$ cat config.mk
export PLATFORM = sky130hd
export DESIGN_NAME = asr_ctrl
export DESIGN_NICKNAME = d
export VERILOG_FILES = /design/src/asr_pkg.sv /design/src/asr_sync.sv /design/src/asr_ctrl.sv
export SDC_FILE = /design/constraint.sdc
export NUM_CORES = 1
export LEC_CHECK = 0
export ABC_AREA = 1
export BUFFER_PORTS_ARGS = -buffer_cell sky130_fd_sc_hd__buf_2
export CAP_MARGIN = 0
export CELL_PAD_IN_SITES_DETAIL_PLACEMENT = 0
export CELL_PAD_IN_SITES_GLOBAL_PLACEMENT = 1
export CORE_UTILIZATION = 33
export CTS_CLUSTER_DIAMETER = 150
export DETAILED_ROUTE_END_ITERATION = 10
export PLACE_DENSITY_LB_ADDON = 0.2
export SYNTH_ARGS = -nofsm -noshare
export SYNTH_HDL_FRONTEND = slang
export SYNTH_HIERARCHICAL = 1
export SYNTH_SLANG_ARGS = --single-unit
$ cat constraint.sdc
create_clock -name core_clk -period 1.54 [get_ports core_clk]
set_clock_uncertainty 0.05 [all_clocks]
set_input_delay 0.077 -clock core_clk [delete_from_list [all_inputs] [get_ports core_clk]]
set_output_delay 0.077 -clock core_clk [all_outputs]
set_load 0.01 [all_outputs]
$ cat src/asr_pkg.sv
// Purpose: constants shared by the static memory controller
// Assumes: 100 MHz core clock, fastest speed grade of the memory
// Notes:   strobe width, access and gate-to-high-Z timings are converted to whole clock cycles here
package asr_pkg;

  // ****************************************************************
  // geometry
  // ****************************************************************
  localparam int unsigned INDEX_W = 17;
  localparam int unsigned BYTE_W  = 8;

  // ****************************************************************
  // timing in ns, and derived cycle counts
  // ****************************************************************
  localparam int unsigned CLK_PERIOD_NS = 10;
  localparam int unsigned INDEX_SETUP_TO_WRITE_END_NS = 8;
  localparam int unsigned INDEX_HOLD_AFTER_WRITE_END_NS = 0;
  localparam int unsigned DATA_SETUP_TO_WRITE_END_NS = 5;
  localparam int unsigned STROBE_WIDTH_GATE_LOW_NS = 10;
  localparam int unsigned STROBE_TO_BUS_RELEASE_NS = 5;
  localparam int unsigned INDEX_ACCESS_NS = 10;
  localparam int unsigned GATE_TO_HIGHZ_NS = 5;

  function automatic int unsigned ns_to_min_cycles(input int unsigned ns);
    int unsigned c;
    c = (ns + CLK_PERIOD_NS - 1) / CLK_PERIOD_NS;
    return (c < 1) ? 1 : c;
  endfunction

  // write strobe low time: covers index setup, data setup and gate-low width
  localparam int unsigned WR_LOW_CYC = ns_to_min_cycles(STROBE_WIDTH_GATE_LOW_NS);
  // read: one cycle for access, two more for the input synchroniser
  localparam int unsigned RD_WAIT_CYC = ns_to_min_cycles(INDEX_ACCESS_NS) + 2;
  // bus turnaround after gate rises, before controller drives
  localparam int unsigned TURN_CYC = ns_to_min_cycles(GATE_TO_HIGHZ_NS);

  localparam int unsigned CNT_W = 4;
  localparam logic [CNT_W-1:0] CNT_ZERO = 4'h0;
  localparam logic [CNT_W-1:0] CNT_ONE  = 4'h1;

  // ****************************************************************
  // states
  // ****************************************************************
  typedef enum logic [5:0] {
    ASR_IDLE   = 6'h01,
    ASR_WSETUP = 6'h02,
    ASR_WLOW   = 6'h04,
    ASR_WEND   = 6'h08,
    ASR_RWAIT  = 6'h10,
    ASR_TURN   = 6'h20
  } asr_state_e;

endpackage

$ cat src/asr_sync.sv
// Purpose: two-stage synchroniser for the returning byte lines
// Assumes: data is stable while captured (held by device after access)
// Notes:   first stage is read only by the second stage
module asr_sync (
  input  wire logic                     core_clk,
  input  wire logic                     nrst,
  input  wire logic [asr_pkg::BYTE_W-1:0] din,
  output logic      [asr_pkg::BYTE_W-1:0] dout
);
  import asr_pkg::*;

  typedef struct packed {
    logic [BYTE_W-1:0] s1;
    logic [BYTE_W-1:0] s2;
  } asr_sync_s;

  asr_sync_s st_reg;
  asr_sync_s st_next;

  always_comb begin
    st_next    = st_reg;
    st_next.s1 = din;
    st_next.s2 = st_reg.s1;
  end

  always_ff @(posedge core_clk) begin
    if (!nrst) begin
      st_reg <= '0;
    end else begin
      st_reg <= st_next;
    end
  end

  assign dout = st_reg.s2;
endmodule

$ cat src/asr_ctrl.sv
// Purpose: controller driving an asynchronous 128K x 8 static memory
// Assumes: single request port, one access at a time, 100 MHz clock
// Notes:   writes are strobe-controlled with chip select held across them
//          write: select low with index and data, one cycle later strobe low for
//          the counted width, strobe rises to end the write, then select rises
//          read: select and gate low together with the index, the returning
//          byte passes the synchroniser and is taken after the counted wait
//          after a read one turnaround cycle lets the memory release the lines
//          gate stays high during writes so the memory never drives then
//          write data is held one cycle past the strobe rise, so no hold time
//          is asked of the memory; index may change with select rising
//
// What this block does
// - index, data, strobes valid before write start
// - write ends when select or strobe rises
// - data timing measured from write end edge
// - data stable 5 ns before write end
// - index stable 8 ns before write end
// - index may change right at write end
// - strobe low 10 ns when gate low
// - strobe stays high during every read
// - index valid by select falling edge
// - select and gate low: data per index
module asr_ctrl (
  input  wire logic                        core_clk,
  input  wire logic                        nrst,
  input  wire logic                        req_valid,
  input  wire logic                        req_write,
  input  wire logic [asr_pkg::INDEX_W-1:0] req_index,
  input  wire logic [asr_pkg::BYTE_W-1:0]  req_wdata,
  output logic                             req_ready,
  output logic                             rsp_valid,
  output logic      [asr_pkg::BYTE_W-1:0]  rsp_rdata,
  output logic      [asr_pkg::INDEX_W-1:0] word_index,
  output logic      [asr_pkg::BYTE_W-1:0]  byte_lines_o,
  output logic                             byte_lines_oe,
  input  wire logic [asr_pkg::BYTE_W-1:0]  byte_lines_i,
  output logic                             select_n,
  output logic                             gate_n,
  output logic                             strobe_n
);
  import asr_pkg::*;

  // ****************************************************************
  // state
  // ****************************************************************
  typedef struct packed {
    asr_state_e          state;
    logic [CNT_W-1:0]    cnt;
    logic                ready;
    logic                rvalid;
    logic [BYTE_W-1:0]   rdata;
    logic [INDEX_W-1:0]  index;
    logic [BYTE_W-1:0]   wdata;
    logic                oe;
    logic                sel_n;
    logic                gate_n;
    logic                strb_n;
  } asr_ctrl_s;

  asr_ctrl_s         st_reg;
  asr_ctrl_s         st_next;
  logic [BYTE_W-1:0] rd_sync;

  function automatic logic [CNT_W-1:0] cyc(input int unsigned n);
    return n[CNT_W-1:0];
  endfunction

  // true on the last cycle of a counted wait
  function automatic logic last_cycle(input logic [CNT_W-1:0] c);
    return c <= CNT_ONE;
  endfunction

  // counted waits step down by one each clock
  function automatic logic [CNT_W-1:0] count_down(input logic [CNT_W-1:0] c);
    return c - CNT_ONE;
  endfunction

  // strobes inactive and byte lines released
  function automatic asr_ctrl_s park_pins(input asr_ctrl_s s);
    asr_ctrl_s p;
    p        = s;
    p.sel_n  = 1'b1;
    p.gate_n = 1'b1;
    p.strb_n = 1'b1;
    p.oe     = 1'b0;
    return p;
  endfunction

  // ****************************************************************
  // input synchroniser for read data
  // ****************************************************************
  asr_sync u_sync (
    .core_clk (core_clk),
    .nrst     (nrst),
    .din      (byte_lines_i),
    .dout     (rd_sync)
  );

  // ****************************************************************
  // sequencer
  // ****************************************************************
  // one access at a time; req_ready is low from the taking edge until the
  // pins are back in standby, and after a read until the turnaround cycle ends,
  // so a new request never overlaps the last one
  always_comb begin
    st_next        = st_reg;
    st_next.rvalid = 1'b0;
    case (st_reg.state)
      ASR_IDLE: begin
        st_next.sel_n  = 1'b1;
        st_next.gate_n = 1'b1;
        st_next.strb_n = 1'b1;
        st_next.oe     = 1'b0;
        st_next.ready  = 1'b1;
        if (st_reg.ready && req_valid) begin
          st_next.ready = 1'b0;
          st_next.index = req_index;
          if (req_write) begin
            // index and data settle with select low, strobe still high
            st_next.wdata = req_wdata;
            st_next.oe    = 1'b1; // gate stays high so lines are ours
            st_next.sel_n = 1'b0;
            st_next.state = ASR_WSETUP;
          end else begin
            st_next.oe     = 1'b0;
            st_next.sel_n  = 1'b0; // index already valid at this edge
            st_next.gate_n = 1'b0;
            st_next.strb_n = 1'b1;
            st_next.cnt    = cyc(RD_WAIT_CYC);
            st_next.state  = ASR_RWAIT;
          end
        end
      end
      ASR_WSETUP: begin
        // all lines valid one cycle before the second strobe falls
        st_next.strb_n = 1'b0;
        st_next.cnt    = cyc(WR_LOW_CYC);
        st_next.state  = ASR_WLOW;
      end
      ASR_WLOW: begin
        // index and data held unchanged during the whole low time
        if (last_cycle(st_reg.cnt)) begin
          st_next.strb_n = 1'b1; // strobe rise ends the write
          st_next.cnt    = CNT_ZERO;
          st_next.state  = ASR_WEND;
        end else begin
          st_next.cnt = count_down(st_reg.cnt);
        end
      end
      ASR_WEND: begin
        // data held one more cycle past the ending edge, then release
        st_next.sel_n  = 1'b1;
        st_next.oe     = 1'b0;
        st_next.rvalid = 1'b1;
        st_next.ready  = 1'b1;
        st_next.state  = ASR_IDLE;
      end
      ASR_RWAIT: begin
        if (last_cycle(st_reg.cnt)) begin
          st_next.rdata  = rd_sync;
          st_next.rvalid = 1'b1;
          st_next.sel_n  = 1'b1;
          st_next.gate_n = 1'b1;
          st_next.cnt    = cyc(TURN_CYC);
          st_next.state  = ASR_TURN;
        end else begin
          st_next.cnt = count_down(st_reg.cnt);
        end
      end
      ASR_TURN: begin
        // memory releases lines after gate rises before anyone drives
        if (last_cycle(st_reg.cnt)) begin
          st_next.cnt   = CNT_ZERO;
          st_next.ready = 1'b1;
          st_next.state = ASR_IDLE;
        end else begin
          st_next.cnt = count_down(st_reg.cnt);
        end
      end
      default: begin
        // unknown state: drop every strobe before starting over
        st_next       = park_pins(st_next);
        st_next.ready = 1'b0;
        st_next.cnt   = CNT_ZERO;
        st_next.state = ASR_IDLE;
      end
    endcase
  end

  always_ff @(posedge core_clk) begin
    if (!nrst) begin
      st_reg        <= '0;
      st_reg.state  <= ASR_IDLE;
      st_reg.sel_n  <= 1'b1;
      st_reg.gate_n <= 1'b1;
      st_reg.strb_n <= 1'b1;
    end else begin
      st_reg <= st_next;
    end
  end

  // ****************************************************************
  // outputs, each straight from the state register
  // ****************************************************************
  // pins are registered so they all change together just after the edge
  assign req_ready     = st_reg.ready;
  assign rsp_valid     = st_reg.rvalid;
  assign rsp_rdata     = st_reg.rdata;
  assign word_index    = st_reg.index;
  assign byte_lines_o  = st_reg.wdata;
  assign byte_lines_oe = st_reg.oe;
  assign select_n      = st_reg.sel_n;
  assign gate_n        = st_reg.gate_n;
  assign strobe_n      = st_reg.strb_n;
endmodule

Word level (Yosys, flattened, before mapping)
Index checks and enable logic that the tools add are counted.
W data, S select, Z words.
{"block": "classes", "magnitude_cmp": 1, "n_eq_ne": 11, "n_addsub": 1, "bitwise": 5, "n_reduce_logical": 16, "mux": 22}
{"op": "$pmux W6 S5", "n": 1}
{"op": "$pmux W4 S5", "n": 1}
{"op": "$mux W6", "n": 3}
{"op": "$mux W4", "n": 4}
{"op": "$reduce_and A2 Y1", "n": 6}
{"op": "$mux W11", "n": 1}
{"op": "$ne A2 B2 Y1 const B", "n": 5}
{"op": "$mux W9", "n": 1}
{"op": "$reduce_or A3 Y1", "n": 3}
{"op": "$pmux W1 S4", "n": 2}
{"op": "$reduce_or A4 Y1", "n": 2}
{"op": "$eq A6 B1 Y1 const B", "n": 1}
{"op": "$eq A6 B2 Y1 const B", "n": 1}
{"op": "$eq A6 B3 Y1 const B", "n": 1}
{"op": "$eq A6 B4 Y1 const B", "n": 1}
{"op": "$eq A6 B5 Y1 const B", "n": 1}
{"op": "$eq A6 B6 Y1 const B", "n": 1}
{"op": "$mux W2", "n": 3}
{"op": "$pmux W1 S3", "n": 2}
{"op": "$reduce_and A3 Y1", "n": 2}
{"op": "$mux W5", "n": 1}
{"op": "$not A1 Y1", "n": 5}
{"op": "$le A4 B1 Y1 const B", "n": 1}
{"op": "$pmux W1 S2", "n": 2}
{"op": "5 further kinds", "n": 5}
{"block": "word_totals", "elab_cells": 69, "in_bits": 37, "regBits": 65}

Longest topological paths before layout
Gate-level depths: netlist (run 1).
{"block": "logic_depth", "depth_word": 4, "depth_mapped": 9, "depth_no_buf": 9}

By module
Netlist (run 1), hierarchy kept.
{"module": "asr_ctrl", "seq_area_each_um2": 980.9, "n_inst": 1, "area_each_um2": 2273.4, "cells_per_inst": 308}
{"module": "asr_sync", "seq_area_each_um2": 320.3, "n_inst": 1, "area_each_um2": 484.2, "cells_per_inst": 50}

Worst setup path after synthesis (run 1)
No wires, ideal clock.
{"block": "synth_timing", "kind": "reg2reg", "startpoint": "reg st_reg[39] (netlist name)", "endpoint": "reg gate_n (netlist name)", "t_arrival_ns": 1.399, "slack_ns": -0.038, "setup_time_ns": 0.129, "required_time_ns": 1.361, "path_buffers": 0, "path_stages_with_launch": 9, "path_cell_list": "dfxtp_1 inv_1 ha_1 o21ai_0 nand2_1 nand3_1 nor2_1 nand2_1 nand3_1"}
{"block": "synth_between", "elab_chain_len": 3}
{"element": "start, declared", "line_no": "asr_ctrl.sv:61", "source": "asr_ctrl_s st_reg;"}
{"element": "start signal, assigned", "line_no": "asr_ctrl.sv:199", "source": "st_reg <= st_next;"}
{"element": "$le A4 B1 Y1", "line_no": "asr_ctrl.sv:71", "source": "return c <= CNT_ONE;"}
{"element": "$ne A2 B2 Y1 (no line)"}
{"element": "$reduce_and A2 Y1 (no line)"}
No other way between the ends.
A chain may end at the register's enable or synchronous reset.

Worst setup path after layout (run 1)
{"block": "layout_timing", "startpoint": "reg st_reg[40] (netlist name)", "endpoint": "reg gate_n (netlist name)"}
{"block": "layout_between", "elab_chain_len": 3}
{"element": "$le A4 B1 Y1", "line_no": "asr_ctrl.sv:71"}
{"element": "$ne A2 B2 Y1 (no line)"}
{"element": "$reduce_and A2 Y1 (no line)"}
No other way between the ends.

==> results.json, run 1 <==
{
  "ys_types": 26,
  "fill_cells": 821,
  "die_w_um": 93.42,
  "drt_wl_total_um": 6075,
  "whs_ps": 40.88,
  "vias": 2369,
  "row_count": 32,
  "start_util_pct": 34.96,
  "antenna_found_initial": 0,
  "p_comb_share_pct": 14.8,
  "path_clk_slew_ps": 80,
  "p_seq_share_pct": 46.7,
  "syn_inst": 358,
  "path_class": "flip-flop to flip-flop",
  "critPathRequiredTime_ps": 1710,
  "io_buffers": 75,
  "grt_usage_pct": 15.02,
  "min_period_ps": 1455,
  "gr-total-overflow": 0,
  "ant_nets": 0,
  "place.gp.congestion": 0.7800,
  "hpwl_um": 4122,
  "clock-sinks": 65,
  "fin_util_pct": 46.05,
  "status": "complete, no violations",
  "ioPinCount": 76,
  "die_h_um": 93.42,
  "p_leak_nw": 1.842,
  "worst_pin_slew_ps": 331.4,
  "worst_setup_path_end_kind": "flip-flop",
  "syn_area_per_cell_um2": 7.703,
  "n_antenna_cell": 0,
  "crit_path_start_kind": "flip-flop",
  "core_mm2": 0.007888,
  "p_sw_share_pct": 28.10,
  "power.total_mw": 3.933,
  "ys_seq_area_share_pct": 47.19,
  "critical_path_depth": 9,
  "critPathMaxFanout": 5,
  "hold_viol": 0,
  "cpMostUsedCell": "nand2_1",
  "drive_above_1_share_pct": 29.14,
  "slew_violations": 0,
  "ys_seq_elements": 65,
  "crit_slowest_cell": "dfxtp_1",
  "worst-path-buf-inv": 2,
  "synth.largest_area_cell": "dfxtp_1",
  "grt_pass1_wl_um": 10210,
  "dieArea_mm2": 0.008726,
  "dp.cells": 503,
  "via_per_inst": 4.268,
  "syn-num-nets": 397,
  "first_pass_iters": 4,
  "synthDominantCellAreaShare_pct": 47.19,
  "rr_worst_depth": 9,
  "setup_viol": 0,
  "cell_internal_pwr_mw": 2.828,
  "slew_headroom_pct": 77.88,
  "drt-wirelength-per-cell_um": 10.95,
  "fmax_mhz": 687.1,
  "p_sw_mw": 1.105,
  "synthesis.area_mm2": 0.002758,
  "path_cells": "inv_1, ha_1, o21ai_1, buf_4, nand2_1, nand3_2, nor2_1, nand2_1, nand3_1",
  "cts-root-buf": "clkbuf_8",
  "largest_reg_flops": 17,
  "numCtsBuffers": 9,
  "synth_area_leaders": "dfxtp_1 (47%), nor2_1 (9.8%), buf_4 (9.0%), o21ai_0 (6.7%), nand2_1 (5.6%)",
  "yosys_warnings": 6,
  "area_delta_synth_final_pct": 31.71,
  "hp-class": "input pin to flip-flop",
  "hold_depth": 3,
  "grt_pass1_vias": 2302,
  "ir_worst_vdd_v": 0.0005009,
  "grt_max_degree": 19,
  "critPathArrivalTime_ps": 1630,
  "power_density_mw_per_mm2": 1083,
  "clockPowerShare_pct": 38.5,
  "max_cap_viol_count": 0,
  "drt-initial-drc-count": 97,
  "drc": 0,
  "clk_latency_ps": 340,
  "rsz0062_at_grt": "true",
  "cts_tree": "done",
  "finalCritPeriodShare_pct": 94.51,
  "nets": 487,
  "crit_family": "flip-flops",
  "cts_buffer_depth": 2,
  "final_cells": 555,
  "cts_max_level": 3,
  "max_stage_delay_ps": 380
}
-- cells in the final DEF (no fill, tap or decap), types with 2 or more instances in the layout --
cell / Yosys / final
dfxtp_2: 0 / 2
nor2_1: 72 / 70
a21oi_1: 18 / 18
buf_2: 2 / 75
inv_2: 3 / 2
dfxtp_1: 65 / 63
nand3_2: 1 / 2
inv_1: 39 / 39
inv_6: 0 / 4
o21ai_1: 2 / 5
nand2_4: 0 / 2
nor2_4: 4 / 6
o21ai_0: 37 / 34
dlygate4sd3_1: 0 / 34
buf_4: 33 / 12
nand4_1: 3 / 3
nor2_2: 3 / 3
nand2_1: 41 / 41
nand2_2: 9 / 7
clkbuf_8: 0 / 9
nand3_1: 10 / 9
-- timing repair --
action	in CTS	in global routing
pin swaps	0	3
endpoints found under the hold margin	34	0
gates resized for setup	4	10
buffers inserted	0	2
hold buffers	34	0
endpoints found under the setup margin	10	25
-- synth_stat cells --
| library cell | count |
|---|---|
| o211ai_1 | 1 |
| nor2_1 | 72 |
| clkbuf_1 | 4 |
| o21ai_2 | 1 |
| inv_2 | 3 |
| nand2_2 | 9 |
| nor3b_1 | 1 |
| or2_2 | 1 |
| ha_1 | 2 |
| nand4_1 | 3 |
| buf_4 | 33 |
| buf_2 | 2 |
| inv_1 | 39 |
| buf_12 | 1 |
| buf_6 | 3 |
| nand3_2 | 1 |
| o21ai_0 | 37 |
| nor2_4 | 4 |
| nand2_1 | 41 |
| a21oi_1 | 18 |
| nor2_2 | 3 |
| nand3_1 | 10 |
| clkinv_1 | 1 |
| nor3_1 | 1 |
| o21ai_1 | 2 |
| dfxtp_1 | 65 |
-- worst min-delay path, delay by kind of cell --
family                 cells  cell delay, ps
buffers and inverters      1             180
AO/OA/AOI/OAI              2             130
-- power groups by stage --
stage | Clock [mW] | Sequential [mW] | Combinational (mW)
floorplan | 0 | 1.87 | 0.403
global placement | 0 | 1.87 | 0.503
detailed placement | 0 | 1.87 | 0.504
CTS | 1.58 | 1.83 | 0.574
global route | 1.65 | 1.85 | 0.657
finish | 1.51 | 1.84 | 0.583
-- metal layers --
metal	track usage, %	routed length [µm]
met1	17.68	2728
met2	25.98	3020
met3	3.984	249
met4	5.641	76
met5	0	0
-- path summary, 6_finish.rpt --
| kind | from | to | slack, ps |
|---|---|---|---|
| max | st_reg[40]$_SDFFE_PN0P_ | gate_n$_SDFFE_PN1P_ | 80 |
| min | nrst | byte_lines_o[7]$_SDFFE_PN0P_ | 40 |
| max reg2reg | st_reg[40]$_SDFFE_PN0P_ | gate_n$_SDFFE_PN1P_ | 80 |
| min reg2reg | u_sync/st_next[7]$_SDFF_PN0_ | u_sync/dout[7]$_SDFF_PN0_ | 370 |
-- cell type report --
type                            instances  area, µm²  share of cell area [%]
Tap cell                              102      127.6                   3.514
Clock inverter                          7      83.83                   2.308
Inverter                               43      166.4                   4.581
Sequential cell                        65       1304                   35.89
Multi-Input combinational cell        207       1001                   27.56
Clock buffer                            9      123.9                   3.410
Timing Repair Buffer                  122      825.8                   22.74
-- cells by family (layout without fill, tap and decap cells) --
kind of cell	count (synthesis)	after routing	share of synthesized area, %
and+or+nand+nor	146	146	23.28
DFF	65	65	47.19
adders and majority gates	2	2	0.9073
AOI/OAI and AO/OA	59	59	10.94
buffers and inverters	86	181	17.69
-- per-stage QoR --
step           setup slack [ps]  setup TNS, ps  instance area [µm²]
6_report                  84.54              0                 3632
4_1_cts                   9.571              0                 3582
3_3_place_gp             -50.37         -54.64                 3017
3_5_place_dp             -52.43         -300.6                 3017
5_1_grt                  -90.17         -196.3                 3632
2_1_floorplan             78.17              0                 2758
(Power assumes the default switching activity.)
==> run 2, diff against run 1 <==
--- a/config.mk
+++ b/config.mk
@@ -13,6 +13,7 @@
 export CORE_UTILIZATION = 33
 export CTS_CLUSTER_DIAMETER = 150
 export DETAILED_ROUTE_END_ITERATION = 10
+export MAX_ROUTING_LAYER = met4
 export PLACE_DENSITY_LB_ADDON = 0.2
 export SYNTH_ARGS = -nofsm -noshare
 export SYNTH_HDL_FRONTEND = slang
==> run 2 against run 1 <==
Clock power about the same. Final cell count did not move. Global-route usage increased by 0.42 points. Setup slack improved by 2.5 ps. Via count increased by 0.21%. Routed wire length grew 0.44%. Register-to-register slack about the same. Combinational power is essentially flat. Sequential share of layout area stayed put. Count of clock-buffer cells in the layout did not move. Critical path depth unchanged. Largest cell class unchanged.
==> results.json, run 2 (synthesis gave the netlist of run 1 again) <==
{
  "cts_buffer_depth": 2,
  "via_per_inst": 4.277,
  "nets": 487,
  "die_h_um": 93.42,
  "rsz0062_at_grt": "true",
  "cts_max_level": 3,
  "hold_viol": 0,
  "final_cells": 555,
  "antenna_found_initial": 0,
  "first_pass_iters": 4,
  "worst_pin_slew_ps": 335.3,
  "vias": 2374,
  "hpwl_um": 4122,
  "drt-wirelength-per-cell_um": 10.99,
  "start_util_pct": 34.96,
  "cpMostUsedCell": "nand2_1",
  "setup_viol": 0,
  "grt_pass1_vias": 2304,
  "fmax_mhz": 688.3,
  "finalCritPeriodShare_pct": 94.35,
  "slew_headroom_pct": 77.61,
  "power_density_mw_per_mm2": 1084,
  "layout_commonest_cell": "buf_2",
  "cts_tree": "done",
  "grt_pass1_wl_um": 10200,
  "worst_setup_path_end_kind": "flip-flop",
  "path_cells": "inv_1, ha_1, o21ai_1, buf_4, nand2_1, nand3_2, nor2_1, nand2_1, nand3_1",
  "cts-root-buf": "clkbuf_8",
  "fin_util_pct": 46.05,
  "layout_common_cells": "buf_2 (75), nor2_1 (70), dfxtp_1 (63)",
  "ir_worst_vdd_v": 0.0005010,
  "grt_usage_pct": 15.43,
  "place.gp.congestion": 0.7908,
  "die_w_um": 93.42,
  "dp.cells": 503,
  "max_cap_viol_count": 0,
  "hold_depth": 3,
  "n_antenna_cell": 0,
  "path_clk_slew_ps": 80,
  "clock-sinks": 65,
  "numCtsBuffers": 9,
  "hp-class": "input pin to flip-flop",
  "crit_path_start_kind": "flip-flop",
  "area_delta_synth_final_pct": 31.71,
  "power.total_mw": 3.936,
  "critPathRequiredTime_ps": 1710,
  "clk_latency_ps": 340,
  "drt_wl_total_um": 6102,
  "core_mm2": 0.007888,
  "worstHoldStart": "nrst",
  "crit_slowest_cell": "dfxtp_1",
  "status": "complete, no violations",
  "grt_max_degree": 19,
  "drc": 0,
  "p_leak_nw": 1.842,
  "dieArea_mm2": 0.008726,
  "max_stage_delay_ps": 380,
  "min_period_ps": 1453,
  "ant_nets": 0,
  "io_buffers": 75,
  "row_count": 32,
  "r2r-start": "st_reg[40]$_SDFFE_PN0P_",
  "largest_reg_flops": 17,
  "rr_worst_depth": 9,
  "critPathMaxFanout": 5,
  "gr-total-overflow": 0,
  "critPathArrivalTime_ps": 1620,
  "drive_above_1_share_pct": 29.14,
  "crit_start": "st_reg[40]$_SDFFE_PN0P_",
  "slew_violations": 0,
  "path_class": "flip-flop to flip-flop",
  "ioPinCount": 76,
  "drt-initial-drc-count": 96
}
[run 2: cell counts in the layout (fill, tap and decap cells not counted)]
Identical to the previous run, type by type.
[run 2: report_power, final]
part,switching [mW],internal [mW]
logic,0.321,0.263
registers,0.0489,1.79
clock network,0.739,0.778
[run 2: area by class of cell]
class	count	area [µm²]
Fill cell	821	4255
Tap cell	102	127.6
Clock inverter	7	83.83
Sequential cell	65	1304
Clock buffer	9	123.9
Inverter	43	166.4
Timing Repair Buffer	122	825.8
Multi-Input combinational cell	207	1001
[run 2: timing repair]
action                     CTS  global route
cloned                       0             0
setup buffers                0             2
resized for setup            4            10
hold buffers                34             0
setup endpoints to repair   10            25
pin swaps                    0             3
hold endpoints to repair    34             0
[run 2: layer usage]
metal | wire (µm) | GRT usage, % | share of wire, %
met1 | 2805 | 17.88 | 46
met3 | 197 | 3.659 | 3.2
met5 | 0 | - | 0
met2 | 3009 | 25.98 | 49
met4 | 89 | 5.641 | 1.5
[run 2: worst paths after layout]
check	end	slack [ps]
worst max-delay path	gate_n$_SDFFE_PN1P_	90
worst min-delay path	byte_lines_o[7]$_SDFFE_PN0P_	40
worst max register to register	gate_n$_SDFFE_PN1P_	90
worst min register to register	u_sync/dout[5]$_SDFF_PN0_	370
[run 2: stage by stage]
| stage | hold WS [ps] | instance area [µm²] | worst slack [ps] | TNS [ps] |
|---|---|---|---|---|
| after floorplan | 119.0 | 2758 | 78.17 | 0 |
| after global placement | 207.6 | 3017 | -50.37 | -54.64 |
| after detailed placement | 209.7 | 3017 | -52.43 | -300.6 |
| after CTS | 19.97 | 3582 | 9.571 | 0 |
| after global routing | 39.36 | 3632 | -90.17 | -196.3 |
| final | 40.52 | 3632 | 87.06 | 0 |
[run 2: critical path, delay by kind of cell, from the launching register on]
| family | cells | cell delay (ps) |
|---|---|---|
| and+or+nand+nor | 5 | 360 |
| buffers and inverters | 2 | 220 |
| DFF | 1 | 380 |
| AOI/OAI and AO/OA | 1 | 120 |
| adders and majority gates | 1 | 210 |
